[config.mk]
export PLATFORM = sky130hd
export DESIGN_NAME = fcq_feature_ctrl
export DESIGN_NICKNAME = d
export VERILOG_FILES = /design/src/rtl/fcq_queue_alloc.v /design/src/rtl/fcq_coalesce_vec.v /design/src/rtl/fcq_feature_ctrl.v
export VERILOG_INCLUDE_DIRS = /design/src /design/src/rtl
export SDC_FILE = /design/constraint.sdc
export NUM_CORES = 1
export LEC_CHECK = 0
export BUFFER_PORTS_ARGS = -buffer_cell sky130_fd_sc_hd__buf_2
export CAP_MARGIN = 20
export CORE_MARGIN = 3
export CORE_UTILIZATION = 25
export CTS_CLUSTER_DIAMETER = 60
export CTS_CLUSTER_SIZE = 14
export DETAILED_ROUTE_END_ITERATION = 10
export PLACE_DENSITY = 0.39
export REMOVE_ABC_BUFFERS = 1
export SLEW_MARGIN = 20
export SYNTH_ARGS = -nofsm -noshare
export SYNTH_HDL_FRONTEND = slang
export SYNTH_SLANG_ARGS = --single-unit
[constraint.sdc]
create_clock -name clk_sys -period 18.1 [get_ports clk_sys]
set_input_delay 1.81 -clock clk_sys [delete_from_list [all_inputs] [get_ports clk_sys]]
set_output_delay 1.81 -clock clk_sys [all_outputs]
set_load 0.01 [all_outputs]
[src/rtl/fcq_consts.vh]
// Constants for the feature, cache, queue and coalescing block.
// Assumes inclusion by bare name from the rtl/ design files.
`ifndef FCQ_CONSTS_VH
`define FCQ_CONSTS_VH

// ----------------------------------------------------------------
// Register offsets (byte addresses, one word each)
// ----------------------------------------------------------------
`define FCQ_OFS_CMD 8'h00
`define FCQ_OFS_PARAM 8'h04
`define FCQ_OFS_RESULT 8'h08
`define FCQ_OFS_STATUS 8'h0C
`define FCQ_OFS_COAL 8'h10

// ----------------------------------------------------------------
// Command register fields
// ----------------------------------------------------------------
`define FCQ_CMD_GO_BIT 0
`define FCQ_CMD_SET_BIT 1
`define FCQ_CMD_FID_HI 15
`define FCQ_CMD_FID_LO 8

// ----------------------------------------------------------------
// Feature identifiers
// ----------------------------------------------------------------
`define FCQ_FID_VCACHE 8'h06
`define FCQ_FID_QUEUES 8'h07
`define FCQ_FID_COALESCE 8'h08

// ----------------------------------------------------------------
// Parameter dword fields
// ----------------------------------------------------------------
`define FCQ_VCACHE_ON_BIT 0
`define FCQ_CQ_REQ_HI 31
`define FCQ_CQ_REQ_LO 16
`define FCQ_SQ_REQ_HI 15
`define FCQ_SQ_REQ_LO 0
`define FCQ_COAL_TIME_HI 15
`define FCQ_COAL_TIME_LO 8
`define FCQ_COAL_THR_HI 7
`define FCQ_COAL_THR_LO 0
`define FCQ_COUNT_ILLEGAL 16'hFFFF

// ----------------------------------------------------------------
// Completion status codes
// ----------------------------------------------------------------
`define FCQ_ST_OK 2'h0
`define FCQ_ST_BAD_FIELD 2'h1
`define FCQ_ST_BAD_FEATURE 2'h2

// ----------------------------------------------------------------
// Reset values and timing
// ----------------------------------------------------------------
`define FCQ_RST_WORD 32'h0000_0000
`define FCQ_RST_BYTE 8'h00
`define FCQ_COAL_UNIT_NS 100000
`define FCQ_CLK_PERIOD_NS 50

`endif

[src/rtl/fcq_queue_alloc.v]
// Queue count allocator for one queue kind (completion or submission).
// Assumes a zero-based request that the caller has already range checked.
`timescale 1ns/100ps

module fcq_queue_alloc #(
  parameter [15:0] MAX_ZB = 16'h003F,
  parameter [15:0] UNIT_MASK = 16'h0003
) (
  req_zb,
  alloc_zb
);
  input wire [15:0] req_zb;
  output reg [15:0] alloc_zb;

  reg [15:0] rounded;

  // Round up to the allocation unit, then clip to what exists
  always @* begin
    rounded = req_zb | UNIT_MASK; // Zero-based OR mask rounds count up
    if (rounded > MAX_ZB) begin
      alloc_zb = MAX_ZB; // Supply may be short of the request
    end else begin
      alloc_zb = rounded;
    end
  end
endmodule // fcq_queue_alloc

[src/rtl/fcq_coalesce_vec.v]
// Interrupt aggregation for one interrupt vector.
// Assumes a one-cycle time tick and completion strobes already decoded
// to this vector; fires a one-cycle interrupt request.
`timescale 1ns/100ps

module fcq_coalesce_vec (
  clk_sys,
  rst,
  tick,
  cpl_hit,
  cpl_urgent,
  db_hit,
  coal_time,
  coal_thr,
  irq_reg
);
  input wire clk_sys;
  input wire rst;
  input wire tick;
  input wire cpl_hit;
  input wire cpl_urgent;
  input wire db_hit;
  input wire [7:0] coal_time;
  input wire [7:0] coal_thr;
  output reg irq_reg;
  reg [8:0] cnt_reg;
  reg [8:0] cnt_next;
  reg [7:0] age_reg;
  reg [7:0] age_next;
  reg irq_next;
  reg disabled;

  // Next state of entry count and age
  always @* begin
    disabled = (coal_time == 8'h00) || (coal_thr == 8'h00);
    cnt_next = cnt_reg;
    age_next = age_reg;
    irq_next = 1'b0;
    if (db_hit) begin
      cnt_next = 9'h000; // Host is draining; restart aggregation
      age_next = 8'h00;
    end else if (tick && cnt_reg != 9'h000 && age_reg != 8'hFF) begin
      age_next = age_reg + 8'h01;
    end
    if (cpl_hit) begin
      if (cpl_urgent) begin
        irq_next = 1'b1; // Error or admin completions go out now
      end else begin
        cnt_next = cnt_next + 9'h001;
        if (cnt_next > {1'b0, coal_thr}) begin
          irq_next = 1'b1; // Zero-based minimum reached
        end
      end
    end
    // Time limit, or coalescing off with entries waiting
    if (cnt_next != 9'h000 && (disabled || age_next >= coal_time)) begin
      irq_next = 1'b1;
    end
    if (irq_next) begin
      cnt_next = 9'h000;
      age_next = 8'h00;
    end
  end

  // State registers
  always @(posedge clk_sys or posedge rst) begin
    if (rst) begin
      cnt_reg <= 9'h000;
      age_reg <= 8'h00;
      irq_reg <= 1'b0;
    end else begin
      cnt_reg <= cnt_next;
      age_reg <= age_next;
      irq_reg <= irq_next;
    end
  end
endmodule // fcq_coalesce_vec

[src/rtl/fcq_feature_ctrl.v]
// Feature command interpreter: volatile write cache, queue count
// negotiation and interrupt coalescing, with per-vector aggregation.
// Assumes software on a plain register port with one-cycle read data,
// and completion and doorbell strobes synchronous to clk_sys.
`timescale 1ns/100ps
`include "fcq_consts.vh"

module fcq_feature_ctrl #(
  parameter HAS_VCACHE = 1,
  parameter CACHE_POWER_SAFE = 0,
  parameter [15:0] MAX_CQ_ZB = 16'h003F,
  parameter [15:0] MAX_SQ_ZB = 16'h003F,
  parameter [15:0] ALLOC_UNIT_MASK = 16'h0000,
  parameter NUM_VEC = 4,
  parameter VEC_W = 2
) (
  clk_sys,
  rst,
  reg_addr,
  reg_wdata,
  reg_wr,
  reg_rd,
  reg_rdata,
  int_mode,
  cpl_valid,
  cpl_vector,
  cpl_admin,
  cpl_error,
  cqhd_wr,
  cqhd_vector,
  cache_enable,
  irq_req
);

  // ----------------------------------------------------------------
  // Ports
  // ----------------------------------------------------------------
  // Clock and asynchronous reset
  input wire clk_sys;
  input wire rst;
  // Register port; read data is registered and lasts one cycle
  input wire [7:0] reg_addr;
  input wire [31:0] reg_wdata;
  input wire reg_wr;
  input wire reg_rd;
  output reg [31:0] reg_rdata;
  // Interrupt mode and completion side strobes
  input wire [1:0] int_mode;
  input wire cpl_valid;
  input wire [VEC_W-1:0] cpl_vector;
  input wire cpl_admin;
  input wire cpl_error;
  input wire cqhd_wr;
  input wire [VEC_W-1:0] cqhd_vector;
  // Cache control and per-vector interrupt requests
  output wire cache_enable;
  output wire [NUM_VEC-1:0] irq_req;

  // ----------------------------------------------------------------
  // Timing constants
  // ----------------------------------------------------------------
  // 100 microsecond unit at the 50 ns clock: 2000 cycles, fits 12 bits
  localparam [31:0] TICK_CYC = `FCQ_COAL_UNIT_NS / `FCQ_CLK_PERIOD_NS;
  localparam [11:0] TICK_LAST = TICK_CYC[11:0] - 12'h001;

  // ----------------------------------------------------------------
  // State
  // ----------------------------------------------------------------
  // Software-visible words
  reg [31:0] param_reg;
  reg [31:0] result_reg;
  reg [1:0] status_reg;
  reg cmd_done_reg;
  // Feature settings and allocation
  reg vcache_on_reg;
  reg alloc_locked_reg;
  reg [15:0] cq_alloc_reg;
  reg [15:0] sq_alloc_reg;
  reg [7:0] coal_time_reg;
  reg [7:0] coal_thr_reg;
  // Interrupt mode history and shared time base
  reg [1:0] int_mode_reg;
  reg [11:0] tick_cnt_reg;
  reg tick_reg;

  // Command decode
  wire cmd_go;
  wire cmd_set;
  wire [7:0] cmd_fid;
  wire [15:0] cq_req;
  wire [15:0] sq_req;
  wire [15:0] cq_alloc_calc;
  wire [15:0] sq_alloc_calc;
  wire req_illegal;
  wire mode_changed;

  // Next values of command results
  reg [31:0] result_next;
  reg [1:0] status_next;
  reg vcache_on_next;
  reg alloc_locked_next;
  reg [15:0] cq_alloc_next;
  reg [15:0] sq_alloc_next;
  reg [7:0] coal_time_next;
  reg [7:0] coal_thr_next;

  // ----------------------------------------------------------------
  // Command decode from the command register write
  // ----------------------------------------------------------------
  // Feature id and set bit come straight off the command write, so the
  // parameter word must already stand when the go bit is written
  assign cmd_go = reg_wr && (reg_addr == `FCQ_OFS_CMD) && reg_wdata[`FCQ_CMD_GO_BIT];
  assign cmd_set = reg_wdata[`FCQ_CMD_SET_BIT];
  assign cmd_fid = reg_wdata[`FCQ_CMD_FID_HI:`FCQ_CMD_FID_LO];
  assign cq_req = param_reg[`FCQ_CQ_REQ_HI:`FCQ_CQ_REQ_LO];
  assign sq_req = param_reg[`FCQ_SQ_REQ_HI:`FCQ_SQ_REQ_LO];
  assign req_illegal = (cq_req == `FCQ_COUNT_ILLEGAL) || (sq_req == `FCQ_COUNT_ILLEGAL);
  assign mode_changed = (int_mode != int_mode_reg);

  // Power-safe cache is not volatile, so the enable bit is moot
  assign cache_enable = (HAS_VCACHE != 0) && (CACHE_POWER_SAFE == 0) && vcache_on_reg;

  // ----------------------------------------------------------------
  // Queue allocation, one allocator per queue kind
  // ----------------------------------------------------------------
  // Allocation is worked out all the time from the standing parameter
  // word; only a set command on an unlocked allocation latches it
  fcq_queue_alloc #(
    .MAX_ZB(MAX_CQ_ZB),
    .UNIT_MASK(ALLOC_UNIT_MASK)
  ) u_cq_alloc (
    .req_zb(cq_req),
    .alloc_zb(cq_alloc_calc)
  );

  fcq_queue_alloc #(
    .MAX_ZB(MAX_SQ_ZB),
    .UNIT_MASK(ALLOC_UNIT_MASK)
  ) u_sq_alloc (
    .req_zb(sq_req),
    .alloc_zb(sq_alloc_calc)
  );

  // ----------------------------------------------------------------
  // Command execution
  // ----------------------------------------------------------------
  // Every command completes in the cycle of its write; no stall needed
  always @* begin
    result_next = result_reg;
    status_next = status_reg;
    vcache_on_next = vcache_on_reg;
    alloc_locked_next = alloc_locked_reg;
    cq_alloc_next = cq_alloc_reg;
    sq_alloc_next = sq_alloc_reg;
    coal_time_next = coal_time_reg;
    coal_thr_next = coal_thr_reg;
    // Mode change goes first, so a set in the same cycle still lands
    if (mode_changed) begin
      coal_time_next = `FCQ_RST_BYTE; // Settings dropped on mode change
      coal_thr_next = `FCQ_RST_BYTE;
    end
    if (cmd_go) begin
      status_next = `FCQ_ST_OK;
      result_next = `FCQ_RST_WORD;
      case (cmd_fid)
        `FCQ_FID_VCACHE: begin
          if (HAS_VCACHE != 0) begin
            if (cmd_set) begin
              vcache_on_next = param_reg[`FCQ_VCACHE_ON_BIT];
            end
            // Only bit 0 is defined; the rest read as zero
            result_next = {31'h0000_0000, cmd_set ? param_reg[`FCQ_VCACHE_ON_BIT] : vcache_on_reg};
          end else begin
            // No cache built in: the feature is unknown here
            status_next = `FCQ_ST_BAD_FEATURE;
          end
        end
        `FCQ_FID_QUEUES: begin
          // All ones asks for more queues than a field can name
          if (cmd_set && req_illegal) begin
            status_next = `FCQ_ST_BAD_FIELD;
            result_next = {cq_alloc_reg, sq_alloc_reg};
          end else if (cmd_set && !alloc_locked_reg) begin
            cq_alloc_next = cq_alloc_calc;
            sq_alloc_next = sq_alloc_calc;
            alloc_locked_next = 1'b1; // Frozen until reset
            result_next = {cq_alloc_calc, sq_alloc_calc};
          end else begin
            // Later sets and all gets see the standing allocation
            result_next = {cq_alloc_reg, sq_alloc_reg};
          end
        end
        `FCQ_FID_COALESCE: begin
          // Reserved upper half is dropped on the way in and out
          if (cmd_set) begin
            coal_time_next = param_reg[`FCQ_COAL_TIME_HI:`FCQ_COAL_TIME_LO];
            coal_thr_next = param_reg[`FCQ_COAL_THR_HI:`FCQ_COAL_THR_LO];
            result_next = {16'h0000, param_reg[15:0]};
          end else begin
            result_next = {16'h0000, coal_time_reg, coal_thr_reg};
          end
        end
        default: begin
          status_next = `FCQ_ST_BAD_FEATURE;
        end
      endcase
    end
  end

  // Command state registers
  // Allocation resets to the full supply, so a get before any set
  // reports the most that could be granted
  always @(posedge clk_sys or posedge rst) begin
    if (rst) begin
      result_reg <= `FCQ_RST_WORD;
      status_reg <= `FCQ_ST_OK;
      cmd_done_reg <= 1'b0;
      vcache_on_reg <= 1'b0;
      alloc_locked_reg <= 1'b0;
      cq_alloc_reg <= MAX_CQ_ZB;
      sq_alloc_reg <= MAX_SQ_ZB;
      coal_time_reg <= `FCQ_RST_BYTE;
      coal_thr_reg <= `FCQ_RST_BYTE;
    end else begin
      result_reg <= result_next;
      status_reg <= status_next;
      cmd_done_reg <= cmd_done_reg | cmd_go;
      vcache_on_reg <= vcache_on_next;
      alloc_locked_reg <= alloc_locked_next;
      cq_alloc_reg <= cq_alloc_next;
      sq_alloc_reg <= sq_alloc_next;
      coal_time_reg <= coal_time_next;
      coal_thr_reg <= coal_thr_next;
    end
  end

  // ----------------------------------------------------------------
  // Parameter register and interrupt mode tracking
  // ----------------------------------------------------------------
  // Mode history starts from zero, so a nonzero mode after reset
  // looks like a change; settings are zero then anyway
  always @(posedge clk_sys or posedge rst) begin
    if (rst) begin
      param_reg <= `FCQ_RST_WORD;
      int_mode_reg <= 2'h0;
    end else begin
      int_mode_reg <= int_mode;
      // Parameter word holds until software writes it again
      if (reg_wr && reg_addr == `FCQ_OFS_PARAM) begin
        param_reg <= reg_wdata;
      end
    end
  end

  // ----------------------------------------------------------------
  // Register reads
  // ----------------------------------------------------------------
  // Data stands only in the cycle after the strobe, zero otherwise
  always @(posedge clk_sys or posedge rst) begin
    if (rst) begin
      reg_rdata <= `FCQ_RST_WORD;
    end else if (reg_rd) begin
      case (reg_addr)
        `FCQ_OFS_CMD: reg_rdata <= 32'h0000_0000;
        `FCQ_OFS_PARAM: reg_rdata <= param_reg;
        `FCQ_OFS_RESULT: reg_rdata <= result_reg;
        // Status: [1:0] last code, [2] done, [8] locked, [9] cache
        `FCQ_OFS_STATUS: reg_rdata <= {22'h00_0000, cache_enable, alloc_locked_reg, 5'h00, cmd_done_reg, status_reg};
        `FCQ_OFS_COAL: reg_rdata <= {16'h0000, coal_time_reg, coal_thr_reg};
        default: reg_rdata <= 32'h0000_0000;
      endcase
    end else begin
      reg_rdata <= `FCQ_RST_WORD;
    end
  end

  // ----------------------------------------------------------------
  // Aggregation time base
  // ----------------------------------------------------------------
  // One shared tick; a vector's first tick may come early by up to
  // one unit, which keeps the delay under the recommended maximum
  // Free-running; it never waits for a completion to start
  always @(posedge clk_sys or posedge rst) begin
    if (rst) begin
      tick_cnt_reg <= 12'h000;
      tick_reg <= 1'b0;
    end else if (tick_cnt_reg == TICK_LAST) begin
      tick_cnt_reg <= 12'h000;
      tick_reg <= 1'b1;
    end else begin
      tick_cnt_reg <= tick_cnt_reg + 12'h001;
      tick_reg <= 1'b0;
    end
  end

  // ----------------------------------------------------------------
  // Per-vector aggregation
  // ----------------------------------------------------------------
  // One aggregator per vector, all sharing the tick and the settings
  genvar gv;
  generate
    for (gv = 0; gv < NUM_VEC; gv = gv + 1) begin : g_vec
      // Strobes decoded to this vector
      wire hit;
      wire db;
      assign hit = cpl_valid && (cpl_vector == gv);
      assign db = cqhd_wr && (cqhd_vector == gv);
      fcq_coalesce_vec u_vec (
        .clk_sys(clk_sys),
        .rst(rst),
        .tick(tick_reg),
        .cpl_hit(hit),
        .cpl_urgent(cpl_admin | cpl_error),
        .db_hit(db),
        .coal_time(coal_time_reg),
        .coal_thr(coal_thr_reg),
        .irq_reg(irq_req[gv])
      );
    end
  endgenerate

endmodule // fcq_feature_ctrl

**Word-level counts from Yosys, hierarchy flattened**

Index checks and enable logic that the tools add are counted.

- Output and inout port bits: 37
- Word-level logic and storage cells: 182
- Bits in registers: 236
- Bits of input ports: 54

- Add/sub/neg operators: 9
- Bitwise logic cells: 3
- Eq/ne operators: 21
- Mux-type cells: 65
- Reductions and logical operators: 48
- Order comparisons: 10

Operator list:

| kind | number |
|---|---|
| 8-bit two-way mux | 20 |
| 9-bit two-way mux | 16 |
| 32-bit case mux with 4 select lines | 1 |
| 32-bit two-way mux | 3 |
| 32-bit case mux with 3 select lines | 1 |
| 9-bit nonzero test | 8 |
| 16-bit two-way mux | 3 |
| 9-bit by 1-bit adder with 9-bit output (second input constant) | 4 |
| 9-bit by 8-bit greater-than comparator with 1-bit output | 4 |
| 8-bit by 1-bit adder with 8-bit output (second input constant) | 4 |
| 16-bit == test (second input constant) | 2 |
| 8-bit >= comparator | 4 |
| 16-bit by 6-bit greater-than comparator with 1-bit output (second input constant) | 2 |
| 8-bit inequality test (second input constant) | 4 |
| 1-bit logical AND | 25 |
| 8-bit by 3-bit == test with 1-bit output (second input constant) | 3 |
| 8-bit by 4-bit == test with 1-bit output (second input constant) | 3 |
| 8-bit logical NOT | 3 |
| 1-bit two-way mux | 19 |
| 12-bit by 1-bit adder with 12-bit output (second input constant) | 1 |
| 12-bit by 11-bit == test with 1-bit output (second input constant) | 1 |
| 12-bit two-way mux | 1 |
| 2-bit == test (second input constant) | 4 |
| 8-bit by 5-bit == test with 1-bit output (second input constant) | 1 |
| other kinds (11) | 19 |

**Depth between registers and ports, before layout**

Gate-level depths: netlist of run 1.

- Word-level depth: 10
- Mapped depth: 19
- Depth with buffers taken out: 17

**Modules after synthesis**

Synthesis of run 1 repeated with hierarchy kept, for this count alone.

- Cell total of the unflattened synthesis: 1454
- Area total of the unflattened synthesis: 14612.8 µm²

Modules (own cells, without submodules):

| module | times used | seq. area each (µm²) | area an instance (µm²) | cells each |
|---|---|---|---|---|
| fcq_feature_ctrl | 1 | 4119.0 | 7103.1 | 580 |
| fcq_coalesce_vec (g_vec[0].u_vec ...) | 2 | 450.4 | 1886.8 | 214 |
| fcq_coalesce_vec (g_vec[2].u_vec) | 1 | 450.4 | 1750.4 | 208 |
| fcq_coalesce_vec (g_vec[3].u_vec) | 1 | 450.4 | 1665.3 | 198 |
| fcq_queue_alloc | 2 | 0.0 | 160.2 | 20 |

**Least setup slack after synthesis of run 1**

OpenSTA, ideal clock, no wires.

- Path kind: input to register
- From: input cqhd_wr
- To: register g_vec[0].u_vec.age_reg[7]
- Required time: 17954 ps
- Library setup time: 146 ps
- Slack: 12975 ps
- Buffers on the path: 3
- Arrival: 4979 ps
- Cell stages on the path: 18
- Cell sequence: or3b_1 > clkbuf_1 > and2_1 > ha_1 > clkbuf_1 > nand3_1 > nor2_1 > nand3_1 > xor2_1 > nor2_1 > ha_1 > o21a_1 > o22ai_1 > a22o_1 > a2111o_1 > inv_1 > buf_2 > nor4_1

- Cells in the longest elaborated chain, start to end: 9

Ends and longest elaborated chain:

| what | RTL line | text |
|---|---|---|
| from (decl) | fcq_feature_ctrl.v:53 | `input wire cqhd_wr;` |
| 1-bit logical AND (*) | fcq_feature_ctrl.v:307 | `assign db = cqhd_wr && (cqhd_vector == gv);` |
| 9-bit two-way mux | fcq_coalesce_vec.v:39 | `if (db_hit) begin` |
| 9-bit by 1-bit adder with 9-bit output | fcq_coalesce_vec.v:49 | `cnt_next = cnt_next + 9'h001;` |
| 9-bit by 8-bit greater-than comparator with 1-bit output / 9-bit two-way mux (equally long branches) | fcq_coalesce_vec.v:50, fcq_coalesce_vec.v:46 |  |
| 1-bit two-way mux / 9-bit two-way mux (equally long branches) | fcq_coalesce_vec.v:50, fcq_coalesce_vec.v:45 |  |
| 1-bit two-way mux / 9-bit nonzero test (equally long branches) | fcq_coalesce_vec.v:46, fcq_coalesce_vec.v:56 |  |
| 1-bit two-way mux / 1-bit logical AND (equally long branches) | fcq_coalesce_vec.v:45, fcq_coalesce_vec.v:56 |  |
| 1-bit two-way mux | fcq_coalesce_vec.v:56 | `if (cnt_next != 9'h000 && (disabled \|\| age_next >= coal_time)) begin` |
| 8-bit two-way mux (*) | fcq_coalesce_vec.v:59 | `if (irq_next) begin` |
| via g_vec[0].u_vec.age_next[7] | fcq_coalesce_vec.v:29 | `reg [7:0] age_next;` |
| to (signal assigned) | fcq_coalesce_vec.v:73 | `age_reg <= age_next;` |
| to (decl) | fcq_coalesce_vec.v:28 | `reg [7:0] age_reg;` |

Mark *: on every way through the listed nets, which the timed path passes. The rest lies on a longest branch.
A chain may end at the register's enable or synchronous reset.

**Worst setup path after layout of run 1**

Ends and elaborated chain as after synthesis.

==> results of run 1 <==
==> worst reg2reg max path: stages, from the launching register on <==
cell	delay [ns]
dfrtp_1	0.46
or4_1	0.58
o41ai_2	0.36
a41oi_1	0.20
and3_1	0.31
nand4_1	0.10
xor2_1	0.23
nor2_1	0.08
ha_1	0.29
and3_1	0.18
a221o_1	0.35
a2111oi_1	0.88
a311o_1	0.25
nand3_1	0.36
nor3_1	0.26
==> cell families (layout without fill, tap and decap cells) <==
group	count (synthesis)	count (layout)
xor+xnor	85	85
simple gates	562	562
compound gates	228	228
flops	236	236
mux	63	63
buf+inv	91	189
fa+ha+maj	73	73
==> report_power, final <==
part | total, mW | internal, mW | switching [mW]
logic | 0.0722 | 0.0224 | 0.0498
clock network | 0.599 | 0.341 | 0.257
registers | 0.540 | 0.533 | 0.00674
total | 1.21 | 0.897 | 0.314
==> layout by cell type (no fill, tap or decap), types with 15 or more instances in the layout <==
cell	netlist	final
nor3_1	49	48
and3_1	19	19
nand4_1	36	36
clkbuf_16	0	30
and2_1	31	31
a22o_1	27	27
inv_1	26	25
a22oi_1	16	16
xnor2_1	30	30
ha_1	73	73
nand2_1	126	124
mux2i_1	28	28
buf_2	5	90
a21oi_1	39	39
o21ai_0	51	51
buf_4	6	16
xor2_1	54	54
nor2_1	163	161
mux2_2	35	35
nand2b_1	15	15
nor4_1	27	26
a222oi_1	16	16
nand3_1	28	28
dfrtp_1	224	224
==> final timing paths <==
path / startpoint / endpoint
setup / recovery: cqhd_wr / g_vec[0].u_vec.age_reg[7]$_DFF_PP0_
hold / removal: tick_cnt_reg[11]$_DFF_PP0_ / tick_cnt_reg[11]$_DFF_PP0_
setup reg to reg: g_vec[1].u_vec.cnt_reg[6]$_DFF_PP0_ / g_vec[1].u_vec.age_reg[3]$_DFF_PP0_
hold reg to reg: tick_cnt_reg[11]$_DFF_PP0_ / tick_cnt_reg[11]$_DFF_PP0_
max in group asynchronous: rst / cq_alloc_reg[12]$_DFFE_PP0P_
min in group asynchronous: rst / g_vec[3].u_vec.age_reg[2]$_DFF_PP0_
==> per-layer routing <==
metal  up-vias  wire length [µm]  track usage, %
li1       5001                 -               -
met1      5156             18900            19.6
met2       219             17600            22.4
met3        72              1730            2.79
met4        10              1080            3.93
met5         -                67               0
==> area by class of cell <==
cell class,count,area (µm²)
Clock buffer,39,825
Clock inverter,17,178
Fill cell,5410,36300
Inverter,26,105
Multi-Input combinational cell,1011,6870
Sequential cell,236,5920
Tap cell,680,851
Timing Repair Buffer,107,582
==> per-stage QoR <==
| step | utilization, % | setup slack, ns | cell area [µm²] | std cells | total power, mW |
|---|---|---|---|---|---|
| after floorplan | - | 9.84 | 12900 | 1273 | 0.590 |
| after global placement | 27.8 | 12.53 | 14300 | 2060 | 0.623 |
| after detailed placement | 27.8 | 12.43 | 14300 | 2060 | 0.623 |
| after CTS | 29.7 | 13.00 | 15300 | 2116 | 1.24 |
| after global routing | 29.7 | 12.66 | 15300 | 2116 | 1.27 |
| final | 29.7 | 13.00 | 15300 | 2116 | 1.21 |
==> impl_metrics.json, run 1 <==
{
  "port_buffers": 90,
  "ys_seq_area_share_pct": 45.0,
  "synth_ff_type": "dfrtp_1",
  "grt_pass1_wl_um": 63300,
  "max_freq_mhz": 196,
  "drt-vias-per-instance": 4.94,
  "synth_top_family_by_area": "simple AND/OR/NAND/NOR gates",
  "dieHeight_um": 235,
  "cts.sinks": 236,
  "synth_area_leaders": "dfrtp_1 (43%), ha_1 (6.9%), nor2_1 (4.7%), nand2_1 (3.6%), xor2_1 (3.6%)",
  "place_congestion": 0.795,
  "irDropWorstVdd_v": 0.0000762,
  "cts_buffers": 30,
  "antenna_cells": 0,
  "largest_reg_flops": 36,
  "synth-simple-area-share_pct": 21.8,
  "track_usage_pct": 14.1,
  "die_w_um": 235,
  "io_pins": 91,
  "syn_area_per_cell_um2": 9.82,
  "drc_errors": 0,
  "cts_tree": "done",
  "grt_pass1_vias": 10949,
  "worstSkewPairLatency_ns": 0.60,
  "fin_crit_ns": 5.10,
  "cts_buffer_depth": 3,
  "worstHoldPathType": "flop to flop",
  "critPathMaxStageDelay_ns": 0.44,
  "netlist_instances": 1338,
  "drt_first_pass_iters": 6,
  "vias": 10458,
  "num_rows": 83,
  "max-cap-violations": 0,
  "whs_path_depth": 1,
  "finalMaxSlewViolations": 0,
  "required_ns": 18.52,
  "htree_levels": 1,
  "cts_root_buf": "clkbuf_16",
  "yosys.area_share.xor_xnor_pct": 5.72,
  "ys_ff_latch": 236,
  "place_hpwl_um": 26600,
  "cp_top_family": "simple AND/OR/NAND/NOR gates",
  "crit_type": "input port to flop",
  "clock_skew_ns": 0.0498,
  "die-area_um2": 55400,
  "ant_nets": 0,
  "grt_antenna_before_repair": 5,
  "cts_resized": 0,
  "synth_top_area_share_pct": 42.7,
  "core_um2": 51600,
  "async_flop_share_pct": 100,
  "yosysWarnings": 0,
  "routedWlPerCell_um": 18.6,
  "powerDensity_nw_per_um2": 79.0,
  "setup_tns_ns": 0,
  "path_clk_slew_ns": 0.06,
  "synth_compound_area_share_pct": 12.5,
  "max_slew_margin_pct": 22.0,
  "p_leak_nw": 6.92,
  "initial_core_util_pct": 25.5,
  "ff2ff_setup_slack_ns": 13.13,
  "cp_slowest_cell": "or3b_1",
  "hold_viol": 0,
  "synth_top_area_cell": "dfrtp_1",
  "grt-ovfl-total": 0,
  "arrival_ns": 5.51,
  "postCtsSetupBuffers": 0,
  "worst_slew_pin_slew_ns": 1.17,
  "worstRegToRegCells": 14,
  "synthMuxAreaShare_pct": 5.13,
  "path_buf_inv": 3,
  "rsz0062_at_grt": "false",
  "ys_types": 78,
  "crit_chain": "buf_2 > or3b_1 > nand2_1 > inv_1 > ha_1 > nand3_1 > nor2_1 > nand3_1 > xor2_1 > nor2_1 > ha_1 > o21a_1 > o22ai_1 > a22o_1 > a2111o_1 > inv_1 > nor4_1",
  "drive_gt1_share_pct": 16.8,
  "drtIter0Drc": 612,
  "yosysMostFrequentCell": "dfrtp_1",
  "netlist_top_cells_count": "dfrtp_1 (224), nor2_1 (163), nand2_1 (126)",
  "grt_max_degree": 100,
  "ctsHoldBuffers": 0,
  "cp-end-kind": "flop",
  "synthAdderAreaFrac_pct": 6.95,
  "nets": 1539,
  "synth_area_um2": 13100,
  "post-route-period-util_pct": 28.2,
  "outcome": "finished, final reports clean",
  "wl_um": 39300,
  "area_delta_synth_final_pct": 16.7,
  "crit_path_start_kind": "input port",
  "hold_ws_ns": 0.460,
  "cp.depth": 17,
  "cp_max_fo": 13,
  "synth_edf_count": 0,
  "setup_viol": 0
}
Note: power is estimated with default switching activity, not from simulation.
==> run 2, diff against run 1 <==
--- a/config.mk
+++ b/config.mk
@@ -6,6 +6,7 @@
 export SDC_FILE = /design/constraint.sdc
 export NUM_CORES = 1
 export LEC_CHECK = 0
+export ABC_AREA = 1
 export BUFFER_PORTS_ARGS = -buffer_cell sky130_fd_sc_hd__buf_2
 export CAP_MARGIN = 20
 export CORE_MARGIN = 3
@@ -13,7 +14,7 @@
 export CTS_CLUSTER_DIAMETER = 60
 export CTS_CLUSTER_SIZE = 14
 export DETAILED_ROUTE_END_ITERATION = 10
-export PLACE_DENSITY = 0.39
+export PLACE_DENSITY = 0.4
 export REMOVE_ABC_BUFFERS = 1
 export SLEW_MARGIN = 20
 export SYNTH_ARGS = -nofsm -noshare
==> constraint.sdc (replaced) <==
create_clock -name clk_sys -period 4.6 [get_ports clk_sys]
set_input_delay 0.46 -clock clk_sys [delete_from_list [all_inputs] [get_ports clk_sys]]
set_output_delay 0.46 -clock clk_sys [all_outputs]
set_load 0.01 [all_outputs]
==> impl_metrics.json, run 2 <==
{
  "antenna_cells": 0,
  "synth_top_area_cell": "dfrtp_1",
  "synth_edf_count": 0,
  "grt-ovfl-total": 0,
  "powerDensity_nw_per_um2": 330,
  "layout_commonest_cell": "nand2_1",
  "num_rows": 84,
  "crit-reg2reg-launch": "g_vec[0].u_vec.age_reg[0]$_DFF_PP0_",
  "r2r-end": "g_vec[0].u_vec.age_reg[7]$_DFF_PP0_",
  "final_util_pct": 30.0,
  "ys_ff_latch": 236,
  "synth_ff_type": "dfrtp_1",
  "ys_types": 45,
  "drt_first_pass_iters": 6,
  "wl_um": 40700,
  "htree_levels": 1,
  "postCtsSetupBuffers": 0,
  "cts_buffers": 31,
  "path_clk_slew_ns": 0.07,
  "clock_skew_ns": 0.0316,
  "vias": 11643,
  "ys_seq_area_share_pct": 44.2,
  "final_cell_mix": "nand2_1 (371), inv_1 (302), dfrtp_1 (224)",
  "worstRegToRegCells": 20,
  "largest_reg_flops": 36,
  "required_ns": 5.05,
  "finalMaxSlewViolations": 0,
  "cts_resized": 0,
  "async_flop_share_pct": 100,
  "routedWlPerCell_um": 15.9,
  "dieHeight_um": 238,
  "fin_crit_ns": 3.35,
  "ant_nets": 0,
  "hold_viol": 0,
  "port_buffers": 90,
  "place_hpwl_um": 28500,
  "irDropWorstVdd_v": 0.000234,
  "p_leak_nw": 8.30,
  "crit_path_start_kind": "flop",
  "hold_ws_ns": 0.00707,
  "grt_antenna_before_repair": 0,
  "yosysMostFrequentCell": "nand2_1",
  "rsz0062_at_grt": "false",
  "cp_max_fo": 15,
  "fin_ws_ns": 1.25,
  "core_um2": 52800,
  "netlist_instances": 1752,
  "crit_type": "flop to flop",
  "worstSkewPairLatency_ns": 0.60,
  "initial_core_util_pct": 25.4,
  "drtIter0Drc": 776,
  "arrival_ns": 3.81,
  "dp_slack_ns": 1.10,
  "cts_root_buf": "clkbuf_16",
  "drc_errors": 0,
  "syn_area_per_cell_um2": 7.65,
  "ff2ff_setup_slack_ns": 1.25,
  "drt-vias-per-instance": 4.54,
  "die-area_um2": 56400,
  "setup_viol": 0,
  "netlist_top_cells_count": "nand2_1 (372), inv_1 (304), dfrtp_1 (224)",
  "worst_slew_pin_slew_ns": 1.08,
  "max_freq_mhz": 298,
  "outcome": "finished, final reports clean",
  "max_slew_margin_pct": 27.6,
  "final_cells": 2563,
  "dp_cells": 2502,
  "place_congestion": 0.803,
  "yosysWarnings": 0,
  "track_usage_pct": 14.5,
  "synth_top_area_share_pct": 41.8,
  "drive_gt1_share_pct": 11.4,
  "cp-end-kind": "flop",
  "synth_area_um2": 13400,
  "grt_pass1_wl_um": 65400,
  "worstHoldPathType": "input port to asynchronous set/reset pin",
  "io_pins": 91,
  "nets": 1977,
  "cts_tree": "done",
  "finalPower_mw": 5.22,
  "grt_max_degree": 116,
  "post-route-period-util_pct": 72.9,
  "cts.sinks": 236,
  "area_delta_synth_final_pct": 18.0,
  "synth_area_leaders": "dfrtp_1 (42%), nand2_1 (10%), inv_1 (8.5%), ha_1 (6.8%), nor2_1 (5.7%)",
  "grt_pass1_vias": 11682,
  "die_w_um": 238,
  "cts_buffer_depth": 3,
  "max-cap-violations": 0
}
run 2: cell count changes after synthesis, moves of 28 or more:
cell and delta:
o21ai_0 +46, inv_1 +278, mux2_2 -31, a21oi_1 +40
xor2_1 -37, clkbuf_1 -28, nand3_1 +84, nor2_1 +41
mux2i_1 -28, nand2_1 +246
run 2: timing repair:
item | CTS | global route
hold buffers | 2 | 0
hold endpoints to repair | 2 | 0
setup endpoints to repair | 0 | 0
run 2: logic make-up (layout without fill, tap and decap cells):
kind of cell / Yosys count / in the layout / synth area share, %
flip-flops: 236 / 236 / 44.2
buffers and inverters: 354 / 477 / 10.4
multiplexers: 4 / 4 / 0.336
AND/OR/NAND/NOR: 803 / 803 / 25.8
adder cells (fa/ha/maj): 73 / 73 / 6.81
AO/OA/AOI/OAI: 258 / 258 / 10.9
XOR/XNOR: 24 / 24 / 1.57
run 2: power breakdown:
group	switching (mW)	internal [mW]	total, mW
Clock	1.07	1.67	2.74
Combinational	0.243	0.0983	0.341
Sequential	0.0269	2.11	2.14
Total	1.34	3.88	5.22
run 2: worst max path at each step:
| stage | cells after the start | startpoint | to | slack [ns] |
|---|---|---|---|---|
| 3_5_place_dp | 18 | cqhd_wr | g_vec[1].u_vec.age_reg[3]$_DFF_PP0_ | 1.10 |
| 4_1_cts | 18 | g_vec[1].u_vec.age_reg[1]$_DFF_PP0_ | g_vec[1].u_vec.age_reg[7]$_DFF_PP0_ | 1.23 |
| 5_1_grt | 18 | g_vec[1].u_vec.age_reg[1]$_DFF_PP0_ | g_vec[1].u_vec.cnt_reg[4]$_DFF_PP0_ | 0.81 |
| 3_3_place_gp | 19 | cqhd_wr | g_vec[1].u_vec.cnt_reg[8]$_DFF_PP0_ | 1.11 |
| 2_1_floorplan | 1 | rst | alloc_locked_reg$_DFFE_PP0P_ | -2.31 |
| 6_report | 20 | g_vec[0].u_vec.age_reg[0]$_DFF_PP0_ | g_vec[0].u_vec.age_reg[7]$_DFF_PP0_ | 1.25 |
run 2: layout make-up:
cell class              count  area, µm²
fillers                  5773      36900
multi-input cells        1162       6110
flip-flops and latches    236       5920
inverters                 309       1170
well taps                 688        861
clock buffers              36        805
repair buffers            110        609
clock inverters            22        350
run 2: critical path, stage by stage (launching register included):
cell and delay [ns]:
dfrtp_1 0.37, ha_1 0.18, inv_1 0.06, nor3_1 0.25, inv_1 0.07, nor2_1 0.19, nand3_1 0.09, nand3_1 0.25
inv_1 0.19, nand2_1 0.13, o21bai_1 0.07, nand3_1 0.12, inv_1 0.06, ha_1 0.27, nand2_1 0.06, nor2_1 0.15
nand4_1 0.10, nand4_1 0.15, nand2_1 0.08, nand2_2 0.28, nor2_1 0.09
run 2: metrics by stage:
stage	setup TNS, ns	area, µm²
2_1_floorplan	-524.39	13200
3_3_place_gp	0	14600
3_5_place_dp	0	14600
4_1_cts	0	15800
5_1_grt	0	15800
6_report	0	15800
run 2: layer usage:
| metal | vias to the layer above | wire length, µm | global-route usage (%) |
|---|---|---|---|
| li1 | 5863 | - | - |
| met1 | 5513 | 19400 | 19.9 |
| met2 | 215 | 18800 | 24.3 |
| met3 | 52 | 1450 | 1.86 |
| met4 | 0 | 1010 | 3.93 |
| met5 | - | 0 | 0 |
